==> src/rtl/txs_cfg.svh <==
// timing counts, mode codes and reset values of the transceiver sequencer
`ifndef TXS_CFG_SVH
`define TXS_CFG_SVH

`define TXS_CLK_MHZ 10
`define TXS_TMR_W 8

`define TXS_PD_MIN_US 1
`define TXS_PD_MIN_CYC (`TXS_PD_MIN_US * `TXS_CLK_MHZ)
`define TXS_LTR_HOLD_US 15
`define TXS_LTR_HOLD_CYC (`TXS_LTR_HOLD_US * `TXS_CLK_MHZ)
`define TXS_LTD_HOLD_US 4
`define TXS_LTD_HOLD_CYC (`TXS_LTD_HOLD_US * `TXS_CLK_MHZ)

`define TXS_TX_LOCK_CYC 50
`define TXS_RX_LOCK_CYC 40
`define TXS_FREQ_LOCK_CYC 60
`define TXS_RECFG_CYC 20

`define TXS_MODE_CHAN 3'h1
`define TXS_RATE_RST 2'h0
`define TXS_FLT_W 5
`define TXS_FLT_PD 0
`define TXS_FLT_TXDR 1
`define TXS_FLT_RXAR 2
`define TXS_FLT_LTD 3
`define TXS_FLT_RXDR 4

`endif

==> src/rtl/txs_pkg.sv <==
// carrier types of the transceiver sequencer
package txs_pkg;

	typedef struct packed {
		logic pll_powerdown;
		logic tx_digital_reset;
		logic rx_analog_reset;
		logic rx_digital_reset;
		logic lock_to_ref;
		logic lock_to_data;
	} txs_ctrl_type;

	typedef struct packed {
		logic write_all;
		logic [1:0] rate_sel;
		logic [2:0] mode_sel;
	} txs_recfg_type;

	typedef struct packed {
		logic pll_locked;
		logic rx_pll_locked;
		logic rx_freq_locked;
		logic busy;
		logic reconfig_done;
		logic phy_done;
		logic tx_ready;
		logic rx_data_ok;
	} txs_stat_type;

endpackage
==> src/rtl/txs_channel.sv <==
// transceiver channel status model with sequencing watchdog
`timescale 1ns/1ps
`default_nettype none
`include "txs_cfg.svh"

// How it works
// - released power-down lets the transmit PLL lock and flag it
// - released receive analog reset lets the receive PLL lock, flag it
// - PCIe sequence is the same with or without rate-compensation FIFO
// - PCIe: release of receive digital reset makes the channel pulse PHY-done status for one cycle
// - PCIe sequence holds unchanged for one, two, four and eight lanes
// - busy rises on write-all and falls when reconfiguration completes
// - channel reselection raises a done flag at the end
module txs_channel #(
	parameter int TX_LOCK_CYC = `TXS_TX_LOCK_CYC,
	parameter int RX_LOCK_CYC = `TXS_RX_LOCK_CYC,
	parameter int FREQ_LOCK_CYC = `TXS_FREQ_LOCK_CYC,
	parameter int RECFG_CYC = `TXS_RECFG_CYC,
	parameter int PD_MIN_CYC = `TXS_PD_MIN_CYC,
	parameter int LTR_HOLD_CYC = `TXS_LTR_HOLD_CYC,
	parameter int LTD_HOLD_CYC = `TXS_LTD_HOLD_CYC,
	parameter logic [2:0] MODE_CHAN = `TXS_MODE_CHAN
) (
	input wire logic i_mclk, // 10 MHz clock
	input wire logic i_rstn, // asynchronous reset, active low
	input wire logic i_ce, // clock enable, freezes state when low
	input wire txs_pkg::txs_ctrl_type i_ctrl, // reset and lock controls
	input wire txs_pkg::txs_recfg_type i_recfg, // reconfiguration request
	input wire logic i_pcie_mode, // channel runs PCIe
	input wire logic i_manual_lock, // receiver CDR in manual lock mode
	input wire logic i_rx_data_valid, // line carries data, not idle
	output var txs_pkg::txs_stat_type o_stat, // status back to core
	output logic [1:0] o_tx_rate, // rate in force
	output logic [`TXS_FLT_W-1:0] o_seq_fault // sticky sequencing faults
);
	typedef struct packed {
		txs_pkg::txs_stat_type stat;
		logic [1:0] tx_rate;
		logic [1:0] pend_rate;
		logic chan_op;
		logic wa_prev;
		logic pd_prev;
		logic txdr_prev;
		logic rxar_prev;
		logic rxdr_prev;
		logic ltd_prev;
		logic [`TXS_FLT_W-1:0] fault;
	} txs_state_type;

	txs_state_type s;
	txs_state_type next_s;
	logic rst_meta;
	logic rst_n;
	logic tx_lock_done;
	logic rx_lock_done;
	logic freq_done;
	logic busy_done;
	logic pd_done;
	logic ltr_done;
	logic ltd_done;
	logic freq_run;

	// only the second flop is used as reset
	always_ff @(posedge i_mclk or negedge i_rstn)
	begin
		if (!i_rstn)
		begin
			rst_meta <= 1'b0;
			rst_n <= 1'b0;
		end
		else
		begin
			rst_meta <= 1'b1;
			rst_n <= rst_meta;
		end
	end

	// in manual mode frequency lock needs the CDR switched to data
	assign freq_run = s.stat.rx_pll_locked && i_rx_data_valid &&
		(!i_manual_lock || i_ctrl.lock_to_data);

	txs_lock_timer #(.W(`TXS_TMR_W), .COUNT(TX_LOCK_CYC)) u_tx_lock (
		.i_mclk(i_mclk),
		.i_rst_n(rst_n),
		.i_ce(i_ce),
		.i_run(!i_ctrl.pll_powerdown),
		.o_done(tx_lock_done)
	);

	txs_lock_timer #(.W(`TXS_TMR_W), .COUNT(RX_LOCK_CYC)) u_rx_lock (
		.i_mclk(i_mclk),
		.i_rst_n(rst_n),
		.i_ce(i_ce),
		.i_run(!i_ctrl.rx_analog_reset && !i_ctrl.pll_powerdown),
		.o_done(rx_lock_done)
	);

	txs_lock_timer #(.W(`TXS_TMR_W), .COUNT(FREQ_LOCK_CYC)) u_freq (
		.i_mclk(i_mclk),
		.i_rst_n(rst_n),
		.i_ce(i_ce),
		.i_run(freq_run),
		.o_done(freq_done)
	);

	txs_lock_timer #(.W(`TXS_TMR_W), .COUNT(RECFG_CYC)) u_busy (
		.i_mclk(i_mclk),
		.i_rst_n(rst_n),
		.i_ce(i_ce),
		.i_run(s.stat.busy),
		.o_done(busy_done)
	);

	txs_lock_timer #(.W(`TXS_TMR_W), .COUNT(PD_MIN_CYC)) u_pd_min (
		.i_mclk(i_mclk),
		.i_rst_n(rst_n),
		.i_ce(i_ce),
		.i_run(i_ctrl.pll_powerdown),
		.o_done(pd_done)
	);

	txs_lock_timer #(.W(`TXS_TMR_W), .COUNT(LTR_HOLD_CYC)) u_ltr_hold (
		.i_mclk(i_mclk),
		.i_rst_n(rst_n),
		.i_ce(i_ce),
		.i_run(s.stat.rx_pll_locked),
		.o_done(ltr_done)
	);

	txs_lock_timer #(.W(`TXS_TMR_W), .COUNT(LTD_HOLD_CYC)) u_ltd_hold (
		.i_mclk(i_mclk),
		.i_rst_n(rst_n),
		.i_ce(i_ce),
		.i_run(i_ctrl.lock_to_data),
		.o_done(ltd_done)
	);

	always_comb
	begin
		next_s = s;
		next_s.wa_prev = i_recfg.write_all;
		next_s.pd_prev = i_ctrl.pll_powerdown;
		next_s.txdr_prev = i_ctrl.tx_digital_reset;
		next_s.rxar_prev = i_ctrl.rx_analog_reset;
		next_s.rxdr_prev = i_ctrl.rx_digital_reset;
		next_s.ltd_prev = i_ctrl.lock_to_data;

		next_s.stat.pll_locked = tx_lock_done;
		next_s.stat.rx_pll_locked = rx_lock_done;
		next_s.stat.rx_freq_locked = freq_done;

		// busy after reset stands for the power-up calibration
		if (i_recfg.write_all && !s.wa_prev && !s.stat.busy)
		begin
			next_s.stat.busy = 1'b1;
			next_s.stat.reconfig_done = 1'b0;
			next_s.pend_rate = i_recfg.rate_sel;
			next_s.chan_op = (i_recfg.mode_sel == MODE_CHAN);
		end
		else if (s.stat.busy && busy_done)
		begin
			next_s.stat.busy = 1'b0;
			next_s.tx_rate = s.pend_rate;
			next_s.stat.reconfig_done = s.chan_op;
		end

		// lane count and rate-match FIFO do not enter here
		next_s.stat.phy_done = i_pcie_mode && s.rxdr_prev &&
			!i_ctrl.rx_digital_reset;

		next_s.stat.tx_ready = tx_lock_done && !i_ctrl.tx_digital_reset &&
			!s.stat.busy;
		next_s.stat.rx_data_ok = freq_done &&
			!i_ctrl.rx_digital_reset;

		// faults are set-only and cleared by reset alone
		if (s.pd_prev && !i_ctrl.pll_powerdown && !pd_done)
		begin
			next_s.fault[`TXS_FLT_PD] = 1'b1;
		end
		if (s.txdr_prev && !i_ctrl.tx_digital_reset &&
			(!s.stat.pll_locked || s.stat.busy))
		begin
			next_s.fault[`TXS_FLT_TXDR] = 1'b1;
		end
		if (s.rxar_prev && !i_ctrl.rx_analog_reset && s.stat.busy)
		begin
			next_s.fault[`TXS_FLT_RXAR] = 1'b1;
		end
		if (i_manual_lock && !s.ltd_prev && i_ctrl.lock_to_data && !ltr_done)
		begin
			next_s.fault[`TXS_FLT_LTD] = 1'b1;
		end
		if (s.rxdr_prev && !i_ctrl.rx_digital_reset &&
			(i_pcie_mode ? !s.stat.rx_pll_locked :
			(i_manual_lock && !ltd_done)))
		begin
			next_s.fault[`TXS_FLT_RXDR] = 1'b1;
		end
	end

	always_ff @(posedge i_mclk or negedge rst_n)
	begin
		if (!rst_n)
		begin
			s <= '0;
			s.stat.busy <= 1'b1;
			s.tx_rate <= `TXS_RATE_RST;
			s.pend_rate <= `TXS_RATE_RST;
			s.pd_prev <= 1'b1;
			s.txdr_prev <= 1'b1;
			s.rxar_prev <= 1'b1;
			s.rxdr_prev <= 1'b1;
		end
		else if (i_ce)
		begin
			s <= next_s;
		end
	end

	assign o_stat = s.stat;
	assign o_tx_rate = s.tx_rate;
	assign o_seq_fault = s.fault;
endmodule

`default_nettype wire

==> src/rtl/txs_lock_timer.sv <==
// elapsed-time timer: done rises COUNT cycles after run rises
`timescale 1ns/1ps
`default_nettype none

module txs_lock_timer #(
	parameter int W = 8,
	parameter int COUNT = 10
) (
	input wire logic i_mclk, // clock
	input wire logic i_rst_n, // synchronised reset, active low
	input wire logic i_ce, // clock enable
	input wire logic i_run, // count while high, clear while low
	output logic o_done // count reached
);
	localparam logic [W-1:0] LIM = COUNT[W-1:0];

	typedef struct packed {
		logic [W-1:0] cnt;
		logic done;
	} txs_tmr_state_type;

	txs_tmr_state_type s;
	txs_tmr_state_type next_s;

	always_comb
	begin
		next_s = s;
		if (!i_run)
		begin
			next_s.cnt = '0;
		end
		else if (s.cnt != LIM)
		begin
			next_s.cnt = s.cnt + 1'b1;
		end
		next_s.done = i_run && (next_s.cnt == LIM);
	end

	always_ff @(posedge i_mclk or negedge i_rst_n)
	begin
		if (!i_rst_n)
		begin
			s <= '0;
		end
		else if (i_ce)
		begin
			s <= next_s;
		end
	end

	assign o_done = s.done;
endmodule

`default_nettype wire

==> config.mk <==
export PLATFORM = sky130hd
export DESIGN_NAME = txs_channel
export DESIGN_NICKNAME = d
export VERILOG_FILES = /design/src/rtl/txs_pkg.sv /design/src/rtl/txs_channel.sv /design/src/rtl/txs_lock_timer.sv
export VERILOG_INCLUDE_DIRS = /design/src /design/src/rtl
export SDC_FILE = /design/constraint.sdc
export NUM_CORES = 1
export LEC_CHECK = 0
export ABC_AREA = 1
export ABC_CLOCK_PERIOD_IN_PS = 6600
export BUFFER_PORTS_ARGS = -buffer_cell sky130_fd_sc_hd__buf_2
export CAP_MARGIN = 20
export CORE_ASPECT_RATIO = 1.75
export CORE_UTILIZATION = 25
export DETAILED_ROUTE_END_ITERATION = 16
export PLACE_DENSITY = 0.45
export SLEW_MARGIN = 30
export SYNTH_ARGS = -nofsm -noshare
export SYNTH_HDL_FRONTEND = slang
export SYNTH_HIERARCHICAL = 1
export SYNTH_SLANG_ARGS = --single-unit
==> constraint.sdc <==
create_clock -name i_mclk -period 6.6 [get_ports i_mclk]
set_input_delay 1.32 -clock i_mclk [delete_from_list [all_inputs] [get_ports i_mclk]]
set_output_delay 1.32 -clock i_mclk [all_outputs]
set_load 0.1 [all_outputs]
=== After elaboration in Yosys (flattened, before gate mapping) ===
Index checks and enable logic that the tools add are counted.

* Flip-flop bits (word level): 89
* Input bits: 18
* Word-level logic and storage cells: 132

* Add/sub/neg operators: 7
* Equal/unequal tests: 15
* Mux-type cells: 17
* Bitwise logic cells: 1
* Reduce and logical (&&, ||, !) cells: 54

{| class="wikitable"
|+ Operator list
! operator !! count
|-
| 2-to-1 mux 8 bit || 14
|-
| adder 8 x 1 -> 8 bit (second input constant) || 7
|-
| equality test 8 x 6 -> 1 bit (second input constant) || 4
|-
| != test 8 x 6 -> 1 bit (second input constant) || 4
|-
| logical AND 1 bit || 30
|-
| AND reduction 2 bit || 7
|-
| zero test 1 bit || 13
|-
| equality test 8 x 4 -> 1 bit (second input constant) || 1
|-
| equality test 8 x 5 -> 1 bit (second input constant) || 1
|-
| equality test 8 bit (second input constant) || 1
|-
| != test 8 x 4 -> 1 bit (second input constant) || 1
|-
| != test 8 x 5 -> 1 bit (second input constant) || 1
|-
| != test 8 bit (second input constant) || 1
|-
| 2-to-1 mux 2 bit || 2
|-
| equality test 3 x 1 -> 1 bit (second input constant) || 1
|-
| AND reduction 3 bit || 1
|-
| logical OR 1 bit || 2
|-
| nonzero test 2 bit || 1
|-
| 2-to-1 mux 1 bit || 1
|-
| inverter 1 bit || 1
|}

=== Depth between registers and ports, before layout ===
* Depth in word-level cells: 6
* Depth in mapped cells: 11
* Gate-level depth less buffers: 11

=== Hierarchy ===
The synthesis kept the hierarchy.

{| class="wikitable"
|+ Modules (own cells, without submodules)
! module !! times used !! cells an instance !! area each (um2) !! seq. area each (um2)
|-
| txs_channel || 1 || 131 || 1181.1 || 656.9
|-
| txs_lock_timer (u_ltd_hold ...) || 2 || 90 || 584.3 || 225.2
|-
| txs_lock_timer (u_freq) || 1 || 95 || 623.1 || 225.2
|-
| txs_lock_timer (u_ltr_hold) || 1 || 88 || 603.1 || 225.2
|-
| txs_lock_timer (u_busy) || 1 || 88 || 596.8 || 225.2
|-
| txs_lock_timer (u_pd_min) || 1 || 87 || 588.1 || 225.2
|-
| txs_lock_timer (u_tx_lock) || 1 || 86 || 581.8 || 225.2
|}

=== Worst setup path after synthesis ===
No wires, ideal clock.

* Kind: register -> output
* From: reg s (netlist bit o_stat[4])
* To: out o_stat[4] (netlist name)
* Data arrival time: 840 ps
* Required time: 5280 ps
* Path slack: 4440 ps
* Stages on the path, launching flop included: 2
* Cells stage by stage: dfstp_2 > buf_4

{| class="wikitable"
|+ RTL lines
! element !! line !! text
|-
| from (decl) || txs_channel.sv:50 || <nowiki>txs_state_type s;</nowiki>
|-
| from (signal assigned) || txs_channel.sv:217 || <nowiki>s <= next_s;</nowiki>
|-
| to (decl) || txs_channel.sv:32 || <nowiki>output var txs_pkg::txs_stat_type o_stat,</nowiki>
|}

No word-level cell between the ends.

=== Worst setup path after layout ===
* From: reg s (netlist bit o_stat[4])
* To: out o_stat[4] (netlist name)

No word-level cell between the ends.

==> summary.md <==
| Metric | Value |
|---|---|
| Kind of start point of the critical path | flop |
| Area leader, netlist | dfrtp_1 |
| Tot GR Track Use | 12.7% |
| Max-cap viol count | 0 |
| Avg Inst Size Synth | 7.08 um^2 |
| Clock tree buffer depth | 2 |
| # clock sinks | 89 |
| CP Class | flop to output port |
| Sequential element share of the synthesized area | 41.8% |
| CP top delay family | flip-flops |
| Clock Tree Root | clkbuf_16 |
| CP required | 5280 ps |
| Layout cells sized above 1 | 10.6% |
| Remaining Overflow, GRT | 0 |
| Syn nets | 787 |
| Most frequent cells in the layout | nand2_1, inv_1, dfrtp_1 |
| Most common cell after layout, fill and taps aside | nand2_1 |
| Tcrit/Tclk final | 43.4% |
| Initial Util | 25.5% |
| Slew margin rel. | 44.1% |
| CTS tree | built |
| Worst Hold Class | flop to async pin |
| Crit Path Max Fanout | 15 |
| H-Tree Depth | 3 |
| DIE HEIGHT | 195 um |
| Cell Chain, Critical Path | buf_2 |
| # diodes | 0 |
| CP peak stage delay | 720 ps |
| Top Ports | 33 |
| Final setup violation count | 0 |
| Clk_lat worst skew | 350 ps |
| Synth cell types | 35 |
| CORE AREA | 0.0209 mm^2 |
| Final Routed Wirelength | 12700 um |
| Fin. max-slew vios | 0 |
| Endpoints failing hold | 0 |
| Vias | 4592 |
| Die area | 0.0220 mm^2 |
| First-pass GRT wire length | 22100 um |
| TritonRoute pass-1 iters | 4 |
| Sum Neg Setup Slack | 0 ps |
| Worst-Margin Slew | 839 ps |
| CP Data Arrival Time | 1550 ps |
| Hpwl dp | 9470 um |
| Synth Cell Area | 0.00534 mm^2 |
| Pin count of the biggest net entering global routing | 74 |
| Layout Skew | 9.79 ps |
| Clk slew on worst S/H paths | 70 ps |
| Post-CTS Resized | 0 |
| Maximum vdd drop | 124 uV |
| Vias per cell | 4.47 |
| Unrepaired setup endpoints after global routing | no |
| Pwr Density | 238 mW/mm^2 |
| Status | finished, final reports clean |
| GPL Wtd Cong | 0.783 |
| Bufs and invs on worst path | 1 |
| Leakage Power | 0.00283 uW |
| Critical Path End Type | output port |
| Reg-to-reg slack, setup | 4530 ps |
| Min Tclk post-route | 2870 ps |
| Layout fillers | 2302 |
| Antenna violation net count after detailed routing | 0 |
| Synth top area cells | dfrtp_1, nand2_1, nand3_1 |
| R2r startpoint | o_stat[6]$_DFFE_PN0P_ |
| Rows | 70 |
| Register bit total from synthesis | 89 |
| Vias in the first global route | 4646 |
| Post-synth top area share | 39.3% |
| Antenna violations before repair | 0 |
| Post-CTS setup buffers | 0 |
| Achievable frequency | 349 MHz |
| Port buffer count | 31 |
| Area delta synth->final | 11.0% |
| YS warnings | 6 |
| Dpl ws | 3380 ps |
| Inserted Clock Buffers | 9 |
| WL/cell | 12.4 um |
| Final Util | 28.3% |
| DR iter-0 viols | 226 |
| Mapped Cells | 755 |
| Post-route DRC violation count | 0 |
| Layout Nets | 802 |
| Hold WS | 190 ps |
| Hold buffers post-CTS | 0 |
| Worst Setup SP | o_stat[4]$_DFFE_PN1P_ |
| Fin worst setup slack | 3730 ps |
| CP max-delay cell | dfstp_2 |
| Die Wd | 113 um |
[power breakdown]
| group | internal [uW] | leakage (uW) | total [uW] | switching [uW] |
|---|---|---|---|---|
| sequential | 592 | 0.00118 | 649 | 56.6 |
| combinational | 72.7 | 0.00151 | 238 | 166 |
| clock | 296 | 0.000139 | 524 | 228 |
[flip-flops by register name, indices dropped and copies added, names as in the netlist, 2 cells and up]
name	count
u_freq/s	8
u_rx_lock/s	8
u_pd_min/s	8
o_seq_fault	5
u_ltr_hold/s	8
u_ltd_hold/s	8
s	9
u_busy/s	8
o_tx_rate	2
o_stat	8
u_tx_lock/s	8
[worst paths after layout]
kind / end / depth (start not counted)
worst max-delay path: o_stat[4] / 1
worst min-delay path: u_freq/s[2]$_DFFE_PN0P_ / 0
worst max register to register: u_freq/o_done$_DFFE_PN0P_ / 8
worst min register to register: u_freq/s[2]$_DFFE_PN0P_ / 0
max in group asynchronous: u_busy/s[2]$_DFFE_PN0P_ / 1
min in group i_mclk: rst_n$_DFF_PN0_ / 0
[kinds of logic after synthesis]
logic type      after synthesis  synth area share (%)
flops                        89                  41.8
compound gates               89                  9.18
fa+ha+maj                    14                  3.28
other cells                   1                0.0702
buf+inv                     118                  10.0
xor+xnor                      7                  1.15
simple gates                437                  34.5
[per-layer routing]
metal	global-route usage [%]	share of wire [%]
met1	13.7	43
met3	1.96	1.8
met2	24.3	54
met4	5.23	1.9
met5	0	0
[Yosys cell counts]
master and n:
nand2_1 267, inv_1 85, dfrtp_1 84, nand3_1 69
o21ai_0 66, nor2_1 64, buf_4 15, ha_1 14
nand4_1 12, nor2_2 10, a21oi_1 6, nand3b_1 6
dfstp_2 5, nand2_2 5, o21bai_1 5, buf_2 4
buf_6 4, xor2_1 4, a21oi_2 3, clkbuf_1 3
inv_2 3, xnor2_1 3, a21o_2 2, buf_1 2
nor3_2 2, o21ai_1 2, o22ai_1 2, a21boi_2 1
a21o_1 1, clkbuf_2 1, clkinv_1 1, conb_1 1
nand3_2 1, nor2_4 1, o21a_1 1
[layout make-up]
type	count	area, um^2	area share (%)
Multi-Input combinational cell	548	2570	43.4
Sequential cell	89	2240	37.7
Inverter	89	334	5.63
Tap cell	252	315	5.32
Clock buffer	10	229	3.86
Timing Repair Buffer	33	174	2.93
Clock inverter	6	67.6	1.14
[stage by stage]
step / std cells / power, uW / cell area, um^2
2_1_floorplan: 755 / 840 / 5340
3_3_place_gp: 1011 / 902 / 5630
3_5_place_dp: 1011 / 903 / 5630
4_1_cts: 1027 / 1440 / 5930
5_1_grt: 1027 / 1500 / 5930
6_report: 1027 / 1410 / 5930
[worst register-to-register path, delay by kind of cell, from the launching register on]
kind	cells	cell delay, ps
flip-flops	1	660
AND/OR/NAND/NOR	6	560
AO/OA/AOI/OAI	2	790
Power figures use the tool's default switching activity.
